===== config.mk =====
export PLATFORM = sky130hd
export DESIGN_NAME = mdmctl_top
export DESIGN_NICKNAME = d
export VERILOG_FILES = /design/src/design/mdmctl_top.v
export VERILOG_INCLUDE_DIRS = /design/src /design/src/design
export SDC_FILE = /design/constraint.sdc
export NUM_CORES = 1
export LEC_CHECK = 0
export ABC_AREA = 1
export BUFFER_PORTS_ARGS = -buffer_cell sky130_fd_sc_hd__buf_4
export CORE_MARGIN = 8
export CORE_UTILIZATION = 35
export CTS_CLUSTER_DIAMETER = 40
export DETAILED_ROUTE_END_ITERATION = 10
export SYNTH_ARGS = -nofsm -noshare
export SYNTH_HDL_FRONTEND = slang
export SYNTH_SLANG_ARGS = --single-unit

===== constraint.sdc =====
create_clock -name CLK -period 1.5 [get_ports CLK]
set_input_delay 0.375 -clock CLK [delete_from_list [all_inputs] [get_ports CLK]]
set_output_delay 0.375 -clock CLK [all_outputs]
set_load 0.01 [all_outputs]

===== src/design/mdmctl_regs.vh =====
/*
 * Constants for the modem control block: byte field positions, reset
 * values and the polling pulse length.
 * Assumes a 250 MHz core clock and byte-wide register ports.
 */
`ifndef MDMCTL_REGS_VH
`define MDMCTL_REGS_VH

// --------------------------------------------------------------
// modem control write byte fields
// --------------------------------------------------------------
`define MDMCTL_CTL_STANDBY 1
`define MDMCTL_CTL_MAINT2 2
`define MDMCTL_CTL_MAINT1 3
`define MDMCTL_CTL_HALFDPX 4
`define MDMCTL_CTL_RESET 8'h00

// --------------------------------------------------------------
// modem status read byte fields
// --------------------------------------------------------------
`define MDMCTL_STS_PROTO 0
`define MDMCTL_STS_TEST 2
`define MDMCTL_STS_PROTO_RESET 1'b1

// --------------------------------------------------------------
// timing
// --------------------------------------------------------------
`define MDMCTL_CLK_MHZ 250
`define MDMCTL_POLL_NS 1000
`define MDMCTL_POLL_CYC ((`MDMCTL_POLL_NS * `MDMCTL_CLK_MHZ + 999) / 1000)
`define MDMCTL_POLL_W 10

`endif


===== src/design/mdmctl_top.v =====
/*
 * Modem control block: holds the modem control byte, drives data
 * terminal ready, select frequency and polling, and keeps the
 * half-duplex transmit/receive interlock.
 * Assumes all inputs synchronous to CLK; the mode definition engine
 * presents line characteristics with a one-cycle strobe.
 */
`include "mdmctl_regs.vh"

module mdmctl_top (
	input wire CLK,
	input wire RST_N,
	input wire CTL_WR,
	input wire [7:0] CTL_WDATA,
	output reg [7:0] CTL_RDATA,
	output reg [7:0] STS_RDATA,
	input wire MODE_DEF,
	input wire MODE_HALFDPX,
	input wire MODE_CHAROP,
	input wire DTR_REQ,
	input wire SELFREQ_REQ,
	input wire MULTIPOINT,
	input wire POLL_REQ,
	input wire TX_ACTIVE,
	input wire RX_REQ,
	input wire RTS_REQ,
	input wire CTS,
	input wire TEST_IND,
	output reg DTR,
	output reg SELFREQ,
	output reg POLL,
	output reg RTS,
	output reg TX_EN,
	output reg RX_EN
);

	// ------------------------------------------------------
	// constants
	// ------------------------------------------------------
	// pulse length in core cycles, cut to the counter width on purpose
	localparam integer POLL_CYC_INT = `MDMCTL_POLL_CYC;
	localparam [`MDMCTL_POLL_W-1:0] POLL_CYC =
		POLL_CYC_INT[`MDMCTL_POLL_W-1:0];
	localparam [`MDMCTL_POLL_W-1:0] POLL_ZERO =
		{`MDMCTL_POLL_W{1'b0}};
	localparam [`MDMCTL_POLL_W-1:0] POLL_ONE =
		{{(`MDMCTL_POLL_W-1){1'b0}}, 1'b1};

	// poll sequencer states, one-hot
	localparam [1:0] ST_IDLE = 2'h1;
	localparam [1:0] ST_PULSE = 2'h2;

	// ------------------------------------------------------
	// control byte
	// ------------------------------------------------------
	reg standby;
	reg maint2;
	reg maint1;
	reg halfdpx;
	reg charop;
	reg next_standby;
	reg next_maint2;
	reg next_maint1;
	reg next_halfdpx;
	reg next_charop;

	// host writes and mode definition may share a cycle: they touch
	// disjoint bits, so neither can undo the other
	always @* begin
		next_standby = standby;
		next_maint2 = maint2;
		next_maint1 = maint1;
		next_halfdpx = halfdpx;
		next_charop = charop;
		if (CTL_WR) begin
			// half-duplex bit deliberately not taken
			next_standby = CTL_WDATA[`MDMCTL_CTL_STANDBY];
			next_maint2 = CTL_WDATA[`MDMCTL_CTL_MAINT2];
			next_maint1 = CTL_WDATA[`MDMCTL_CTL_MAINT1];
		end
		if (MODE_DEF) begin
			next_halfdpx = MODE_HALFDPX;
			next_charop = MODE_CHAROP;
		end
	end

	always @(posedge CLK or negedge RST_N) begin
		if (!RST_N) begin
			standby <= 1'h0;
			maint2 <= 1'h0;
			maint1 <= 1'h0;
			halfdpx <= 1'h0;
			charop <= `MDMCTL_STS_PROTO_RESET;
		end else begin
			standby <= next_standby;
			maint2 <= next_maint2;
			maint1 <= next_maint1;
			halfdpx <= next_halfdpx;
			charop <= next_charop;
		end
	end

	// ------------------------------------------------------
	// polling pulse
	// ------------------------------------------------------
	reg [1:0] poll_state;
	reg [1:0] next_poll_state;
	reg [`MDMCTL_POLL_W-1:0] poll_cnt;
	reg [`MDMCTL_POLL_W-1:0] next_poll_cnt;
	wire poll_start;

	// requests during a running pulse are dropped, not queued
	assign poll_start = POLL_REQ && MULTIPOINT && (poll_state == ST_IDLE);

	always @* begin
		next_poll_state = poll_state;
		next_poll_cnt = poll_cnt;
		case (poll_state)
		ST_IDLE: begin
			if (poll_start) begin
				next_poll_state = ST_PULSE;
				next_poll_cnt = POLL_CYC;
			end
		end
		ST_PULSE: begin
			next_poll_cnt = poll_cnt - POLL_ONE;
			if (poll_cnt == POLL_ONE) begin
				next_poll_state = ST_IDLE;
			end
		end
		default: begin
			next_poll_state = ST_IDLE;
			next_poll_cnt = POLL_ZERO;
		end
		endcase
	end

	always @(posedge CLK or negedge RST_N) begin
		if (!RST_N) begin
			poll_state <= ST_IDLE;
			poll_cnt <= POLL_ZERO;
		end else begin
			poll_state <= next_poll_state;
			poll_cnt <= next_poll_cnt;
		end
	end

	// ------------------------------------------------------
	// interlock
	// ------------------------------------------------------
	reg next_tx_en;
	reg next_rx_en;
	reg next_poll;

	always @* begin
		// data waits for clear to send on a raised request
		next_tx_en = RTS && CTS && TX_ACTIVE;
		// receiver stays shut while sending in half duplex
		next_rx_en = RX_REQ && !(halfdpx && TX_ACTIVE);
		// last count value ends the pulse, so it is exactly POLL_CYC
		next_poll = poll_start ||
			((poll_state == ST_PULSE) && (poll_cnt != POLL_ONE));
	end

	// ------------------------------------------------------
	// modem pins and read bytes
	// ------------------------------------------------------
	always @(posedge CLK or negedge RST_N) begin
		if (!RST_N) begin
			DTR <= 1'h0;
			SELFREQ <= 1'h0;
			POLL <= 1'h0;
			RTS <= 1'h0;
			TX_EN <= 1'h0;
			RX_EN <= 1'h0;
			CTL_RDATA <= `MDMCTL_CTL_RESET;
			STS_RDATA <= {7'h00, `MDMCTL_STS_PROTO_RESET};
		end else begin
			DTR <= DTR_REQ;
			SELFREQ <= SELFREQ_REQ;
			POLL <= next_poll;
			RTS <= RTS_REQ;
			TX_EN <= next_tx_en;
			RX_EN <= next_rx_en;
			// unused control bits read as zero
			CTL_RDATA[0] <= 1'h0;
			CTL_RDATA[`MDMCTL_CTL_STANDBY] <= standby;
			CTL_RDATA[`MDMCTL_CTL_MAINT2] <= maint2;
			CTL_RDATA[`MDMCTL_CTL_MAINT1] <= maint1;
			CTL_RDATA[`MDMCTL_CTL_HALFDPX] <= halfdpx;
			CTL_RDATA[7:5] <= 3'h0;
			// unused status bits read as zero
			STS_RDATA[`MDMCTL_STS_PROTO] <= charop;
			STS_RDATA[1] <= 1'h0;
			STS_RDATA[`MDMCTL_STS_TEST] <= TEST_IND;
			STS_RDATA[7:3] <= 5'h00;
		end
	end

endmodule


---- Word level (Yosys, flattened, before mapping) ----
Cells that the tools add are included.
storage, ports and cells
  register bits after elaboration ......... 29
  input bits .............................. 23
  output and inout bits ................... 22
  word-level logic and storage cells ...... 37
operators by class
  add/sub/neg operators ................... 1
  eq/ne operators ......................... 6
  muxes and demuxes ....................... 5
  reductions and logical operators ........ 10
operators by type and width
  kind                   number
  $pmux 10 s2            1
  $eq 10x1->1 const B    1
  $mux 10                1
  $ne 10x1->1 const B    1
  $sub 10x1->10 const B  1
  $logic_and 1x1->1      7
  $mux 2                 2
  $ne 2x2->1 const B     2
  $pmux 2 s2             1
  $eq 2x1->1 const B     1
  $eq 2x2->1 const B     1
  $reduce_and 2->1       1
  $logic_not 1->1        1
  $logic_or 1x1->1       1

---- Depth between registers and ports, before layout ----
Gate-level depths: netlist of run 1.
  depth in word-level cells ............... 4
  depth in mapped cells ................... 7
  depth with buffers taken out ............ 7

---- Worst setup path after synthesis of run 1 ----
OpenSTA, ideal clock, no wires.
  path kind ............................... register -> register
  start point ............................. register poll_state[0]
  end point ............................... register poll_cnt[5]
  library setup time ...................... 69 ps
  arrival time ............................ 1310 ps
  required time ........................... 1431 ps
  setup slack ............................. 121 ps
  cell stages (with the launch flop) ...... 8
  buffers on the path ..................... 0
  period minus slack after synthesis ...... 1379 ps
  cell sequence ........................... dfstp_2 -> inv_1 -> ha_1 -> inv_1 -> nand2_1 -> nor2_2 -> nand3_1 -> nand3_1
on the way
  cells in the longest elaborated chain, start to end .. 3
  elaborated cells on any way between the ends .. 5
  those cells by class .................... eq/ne: 3; mux: 1; reduce/logical: 1
ends and longest elaborated chain
  what                    line                                RTL
  from (decl)             mdmctl_top.v:106                    reg [1:0] poll_state;
  from (signal assigned)  mdmctl_top.v:143                    poll_state <= next_poll_state;
  $eq 2x1->1              mdmctl_top.v:113, mdmctl_top.v:118
  $logic_and 1x1->1       mdmctl_top.v:113                    assign poll_start = POLL_REQ && MULTIPOINT && (poll_state == ST_IDLE);
  $ne 2x2->1 (no line)    n/a
  to (signal assigned)    mdmctl_top.v:144                    poll_cnt <= next_poll_cnt;
  to (decl)               mdmctl_top.v:108                    reg [`MDMCTL_POLL_W-1:0] poll_cnt;
Several ways; a longest one is shown, not always the timed one.
A chain may end at the register's enable or synchronous reset.

---- Worst setup path in the final report of run 1 ----
  start point ............................. register poll_state[0]
  end point ............................... register poll_cnt[1]
Same word-level chain as after synthesis.

==> results of run 1 <==
-- worst register-to-register path, stage by stage, from the launching register on --
cell      delay (ns)
dfstp_2         0.54
inv_1           0.05
ha_1            0.31
inv_1           0.09
buf_4           0.13
nand3_1         0.09
o221ai_2        0.15
-- registers in the layout, indices dropped and copies added (netlist names), 2 cells and up --
name,flops
poll_cnt,10
CTL_RDATA,4
STS_RDATA,2
poll_state,2
-- area by class of cell --
class                      count  share of cell area
sequential                    29               0.414
multi-input combinational     92               0.312
timing repair buffer          32               0.136
clock buffer                   7              0.0490
inverter                      17              0.0376
tap                           48              0.0341
clock inverter                 1              0.0170
-- path summary, 6_finish.rpt --
check	slack, ns	to	start
worst max register to register	0.07	poll_cnt[1]$_DFFE_PN0N_	poll_state[0]$_DFFE_PN1P_
worst min-delay path	0.003	poll_cnt[1]$_DFFE_PN0N_	RST_N
worst max-delay path	0.07	poll_cnt[1]$_DFFE_PN0N_	poll_state[0]$_DFFE_PN1P_
min in group CLK	0.20	STS_RDATA[2]$_DFF_PN0_	TEST_IND
max in group asynchronous	1.18	charop$_DFFE_PN1P_	RST_N
worst min register to register	0.37	STS_RDATA[0]$_DFF_PN1_	charop$_DFFE_PN1P_
-- cells in the mapped netlist (all sizes together) --
library cell / instances
a21oi: 1
nand3: 20
inv: 17
a21boi: 1
ha: 4
o21ai: 7
buf: 11
and3: 1
nor3: 1
nor2: 8
a31oi: 1
mux2: 5
dfstp: 3
o21bai: 1
o221ai: 1
nor3b: 1
nand2: 30
conb: 1
dfrtp: 26
-- through the flow --
| step | power (W) | TNS (ns) | hold WS (ns) | util | area (sq um) |
|---|---|---|---|---|---|
| floorplan | 0.00209 | 0 | 0.0794 | - | 1410 |
| global placement | 0.00239 | 0 | 0.314 | 0.436 | 1620 |
| detailed placement | 0.00243 | 0 | 0.321 | 0.436 | 1620 |
| CTS | 0.00328 | 0 | 0.0180 | 0.467 | 1740 |
| global route | 0.00363 | -0.0814 | 0.0341 | 0.474 | 1760 |
| finish | 0.00336 | 0 | 0.00253 | 0.474 | 1760 |
-- cells by family after synthesis --
kind of cell	share of synthesized area
buffers and inverters	0.109
DFF	0.532
AOI/OAI and AO/OA	0.0620
and+or+nand+nor	0.216
other	0.00273
muxes	0.0411
adders and majority gates	0.0365
-- metal layers --
layer	vias to the layer above	routed length [um]	part of all wire	track usage
met2	47	1360	0.49	0.147
met4	0	32	0.011	0.0333
li1	504	-	-	-
met5	-	0	0	0
met1	465	1080	0.39	0.101
met3	3	322	0.12	0.0569
-- layout by cell type (no fill, tap or decap), types with 2 or more instances in the layout --
| master | instances |
|---|---|
| buf_4 | 32 |
| clkbuf_8 | 6 |
| conb_1 | 10 |
| dfrtp_1 | 26 |
| dfstp_2 | 3 |
| ha_1 | 4 |
| inv_1 | 13 |
| inv_2 | 3 |
| mux2_2 | 5 |
| nand2_1 | 27 |
| nand2_2 | 3 |
| nand3_1 | 17 |
| nand3_2 | 2 |
| nor2_1 | 6 |
| nor2_4 | 2 |
| o21ai_0 | 3 |
| o21ai_1 | 2 |
| o21ai_2 | 2 |
-- timing repair --
action / 4_1_cts / 5_1_grt
setup endpoints to repair: 0 / 7
hold endpoints to repair: 0 / 0
gates resized for setup: 0 / 6
buffers inserted: 0 / 0
hold buffers: 0 / 0
-- power breakdown --
part | internal, W | switching (W) | total, W | leakage, nW
registers | 0.000977 | 0.000132 | 0.00111 | 0.355
clock network | 0.000541 | 0.000293 | 0.000834 | 0.0585
logic | 0.000566 | 0.000852 | 0.00142 | 0.478
==> flow_metrics.env, run 1 <==
export IMPL_setup_ws_ns=0.0680
export IMPL_cts_num_sinks=29
export IMPL_fillers=358
export IMPL_grt_pass1_vias=1030
export IMPL_synth_top_area_share=0.474
export IMPL_postSynthAreaPerCell_sq_um=9.80
export IMPL_place_ws_ns=0.0346
export IMPL_worst_path_dominant_cell_family="flip-flops"
export IMPL_root_buffer="clkbuf_8"
export IMPL_rows=22
export IMPL_maxCapViolCount=0
export IMPL_ys_seq_area_frac=0.532
export IMPL_dp_cells=218
export IMPL_crit_type="reg -> reg"
export IMPL_worstRegToRegCells=6
export IMPL_port_buffers=29
export IMPL_via_per_inst=4.51
export IMPL_ys_warn_count=0
export IMPL_crit_buf_inv=3
export IMPL_crit_chain="inv_1 > ha_1 > inv_1 > buf_4 > nand3_1 > o221ai_2"
export IMPL_min_path_type="in -> async"
export IMPL_rsz0062_at_grt="true"
export IMPL_drtIter0Drc=53
export IMPL_critPathMaxStageDelay_ns=0.54
export IMPL_p_per_area_nw_per_um2=1910
export IMPL_clkSlewWorstSetupHoldPaths_ns=0.06
export IMPL_start_kind="flip-flop"
export IMPL_period_minus_slack_ns=1.43
export IMPL_yosys_area_top_type="dfrtp_1"
export IMPL_grt_max_degree=30
export IMPL_floorplan_initialDensity=0.369
export IMPL_hpwl_um=2100
export IMPL_grt_pass1_wl_um=4600
export IMPL_cp_end_kind="flip-flop"
export IMPL_antenna_found_initial=0
export IMPL_fin_crit_sh=0.955
export IMPL_synth_area_sq_um=1370
export IMPL_fmax_mhz=698
export IMPL_synth_cells=140
export IMPL_setup_violations=0
export IMPL_drv_slew=0
export IMPL_gr_total_overflow=0
export IMPL_clk_path_buf_depth=2
export IMPL_syn_to_final_growth_pct=28.6
export IMPL_clock_latency_ns=0.28
export IMPL_ys_types=27
export IMPL_final_nets=204
export IMPL_fp_dieH_um=78.6
export IMPL_crit_arrival_ns=1.63
export IMPL_dieArea_sq_um=6180
export IMPL_diodes=0
export IMPL_ys_ff_latch=29
export IMPL_place_gp_congestion=0.858
export IMPL_drc=0
export IMPL_io_pins=45
export IMPL_drive_above_1_share=0.360
export IMPL_crit_required_ns=1.70
export IMPL_num_vias=1019
export IMPL_htree_num_levels=2
export IMPL_totalWireLength_um=2800
export IMPL_cp_common_cell="inv_1"
export IMPL_fin_cells=226
export IMPL_detail_route_antenna_nets=0
export IMPL_finalClockSkew_ns=0.00543
export IMPL_p_leak_nw=0.891
export IMPL_multi_input_area_sq_um=551
export IMPL_ir_drop_mv=0.774
export IMPL_chipWidth_um=78.6
export IMPL_drt_first_pass_iters=5
export IMPL_hold_violations=0
export IMPL_grt_usage=0.0937
export IMPL_status="finished clean"
export IMPL_numCtsBuffers=5
export IMPL_cts_tree="yes"
export IMPL_cp_num_cells=6
export IMPL_slowest_stage="dfstp_2"
export IMPL_critPathMaxFanout=3
export IMPL_wire_per_inst_um=12.4
export IMPL_core_area_sq_um=3720
export IMPL_netlist_top_cells_area="dfrtp_1 (47%), nand2_1 (7.7%), nand3_1 (6.2%)"
export IMPL_register_area_sq_um=729
Note: power is estimated with default switching activity, not from simulation.
==> run 2: changes to the inputs <==
PLACE_DENSITY = 0.66   (was not set)
==> run 2 against run 1 <==
  * Core utilization grew 0.10 points
  * Clock skew decreased by 0.0024 ns
  * Sequential power barely moved
  * Combinational power barely moved
  * Critical path type unchanged
  * Critical endpoint unchanged
  * Largest cell class unchanged
  * Highest routed layer unchanged
==> flow_metrics.env, run 2 (synthesis results as in run 1) <==
export IMPL_drtIter0Drc=45
export IMPL_fin_crit_sh=0.928
export IMPL_cts_tree="yes"
export IMPL_cp_end_kind="flip-flop"
export IMPL_core_area_sq_um=3720
export IMPL_min_path_type="in -> async"
export IMPL_clock_latency_ns=0.28
export IMPL_clk_path_buf_depth=2
export IMPL_cts_num_sinks=29
export IMPL_hold_violations=0
export IMPL_placed_cell_area_sq_um=1610
export IMPL_hpwl_um=2130
export IMPL_p_total_w=0.00336
export IMPL_crit_required_ns=1.65
export IMPL_grt_pass1_wl_um=4520
export IMPL_grt_max_degree=30
export IMPL_syn_to_final_growth_pct=28.8
export IMPL_crit_arrival_ns=1.55
export IMPL_place_gp_congestion=0.917
export IMPL_layout_commonest_cell="buf_4"
export IMPL_final_cell_mix="buf_4 (31), nand2_1 (27), dfrtp_1 (26), nand3_1 (17), inv_1 (12)"
export IMPL_wire_per_inst_um=11.8
export IMPL_largest_reg_flops=10
export IMPL_status="finished clean"
export IMPL_setup_violations=0
export IMPL_totalWireLength_um=2660
export IMPL_largestRegisters="poll_cnt x10, CTL_RDATA x4"
export IMPL_regMostFlops="poll_cnt"
export IMPL_floorplan_initialDensity=0.369
export IMPL_clkSlewWorstSetupHoldPaths_ns=0.06
export IMPL_maxCapViolCount=0
export IMPL_fp_dieH_um=78.6
export IMPL_routed_wl_met2_um=1280
export IMPL_drive_above_1_share=0.362
export IMPL_antenna_found_initial=0
export IMPL_detail_route_antenna_nets=0
export IMPL_crit_type="reg -> reg"
export IMPL_critPathMaxFanout=6
export IMPL_via_per_inst=4.62
export IMPL_finalClockSkew_ns=0.00303
export IMPL_rsz0062_at_grt="false"
export IMPL_dieArea_sq_um=6180
export IMPL_drv_slew=0
export IMPL_drc=0
export IMPL_highest_layer="met4"
export IMPL_post_cts_buffers=0
export IMPL_num_vias=1039
export IMPL_chipWidth_um=78.6
export IMPL_period_minus_slack_ns=1.39
export IMPL_gr_total_overflow=0
export IMPL_ir_drop_mv=0.864
export IMPL_final_area_sq_um=1770
export IMPL_p_per_area_nw_per_um2=1900
export IMPL_grt_pass1_vias=1053
export IMPL_wirelength_met1_um=1050
export IMPL_p_leak_nw=0.884
export IMPL_drt_first_pass_iters=4
export IMPL_grt_usage=0.0918
export IMPL_rows=22
export IMPL_wl_met3_um=299
export IMPL_tns_ns=0
export IMPL_fmax_mhz=718
export IMPL_numCtsBuffers=5
export IMPL_diodes=0
export IMPL_io_pins=45
export IMPL_final_nets=203
export IMPL_root_buffer="clkbuf_8"
export IMPL_port_buffers=29
export IMPL_hold_slack_ns=0.00102
export IMPL_htree_num_levels=2
export IMPL_start_kind="flip-flop"
export IMPL_post_route_util=0.475
run 2: changes by cell type in the layout (fill, tap and decap cells not counted), sizes merged:
cell,change
buf,-1
clkbuf,-1
clkinvlp,+1
run 2: through the flow:
stage               cells  worst slack (ns)
detailed placement    217          -0.00577
CTS                   225           0.00504
finish                225             0.107
global route          225            0.0200
global placement      217            0.0595
floorplan             149             0.121
run 2: final timing paths:
check / startpoint / cells past startpoint / to / slack (ns)
hold / removal: RST_N / 1 / CTL_RDATA[1]$_DFF_PN0_ / 0.001
setup / recovery: poll_state[0]$_DFFE_PN1P_ / 6 / poll_cnt[1]$_DFFE_PN0N_ / 0.11
max in group asynchronous: RST_N / 1 / charop$_DFFE_PN1P_ / 1.19
hold reg to reg: charop$_DFFE_PN1P_ / 0 / STS_RDATA[0]$_DFF_PN1_ / 0.37
setup reg to reg: poll_state[0]$_DFFE_PN1P_ / 6 / poll_cnt[1]$_DFFE_PN0N_ / 0.11
min in group CLK: SELFREQ_REQ / 1 / SELFREQ$_DFF_PN0_ / 0.20
run 2: routing by layer:
metal	GRT usage	vias up
met5	0	-
met4	0.0278	0
met3	0.0615	3
met2	0.152	36
met1	0.0910	496
li1	-	504
run 2: final cells by class:
type | instances | area (sq um)
sequential | 29 | 729
clock buffer | 6 | 82.6
tap | 48 | 60.1
multi-input combinational | 92 | 558
clock inverter | 2 | 37.5
timing repair buffer | 31 | 233
inverter | 17 | 66.3
fill | 349 | 1950
run 2: timing repair:
action / in CTS / in global routing
hold buffers: 0 / 0
pin swaps: 0 / 1
endpoints found under the setup margin: 3 / 8
resized for setup: 1 / 6
run 2: critical path, cell delays in order, from the launching register on:
cell,delay (ns)
dfstp_2,0.55
inv_1,0.07
ha_4,0.27
inv_2,0.04
buf_4,0.13
nand3_4,0.10
o221ai_1,0.11
run 2: power by group:
part	internal [W]	switching, W	leakage (nW)
Combinational	0.000569	0.000829	0.472
Clock	0.000539	0.000303	0.0574
Sequential	0.000977	0.000141	0.355
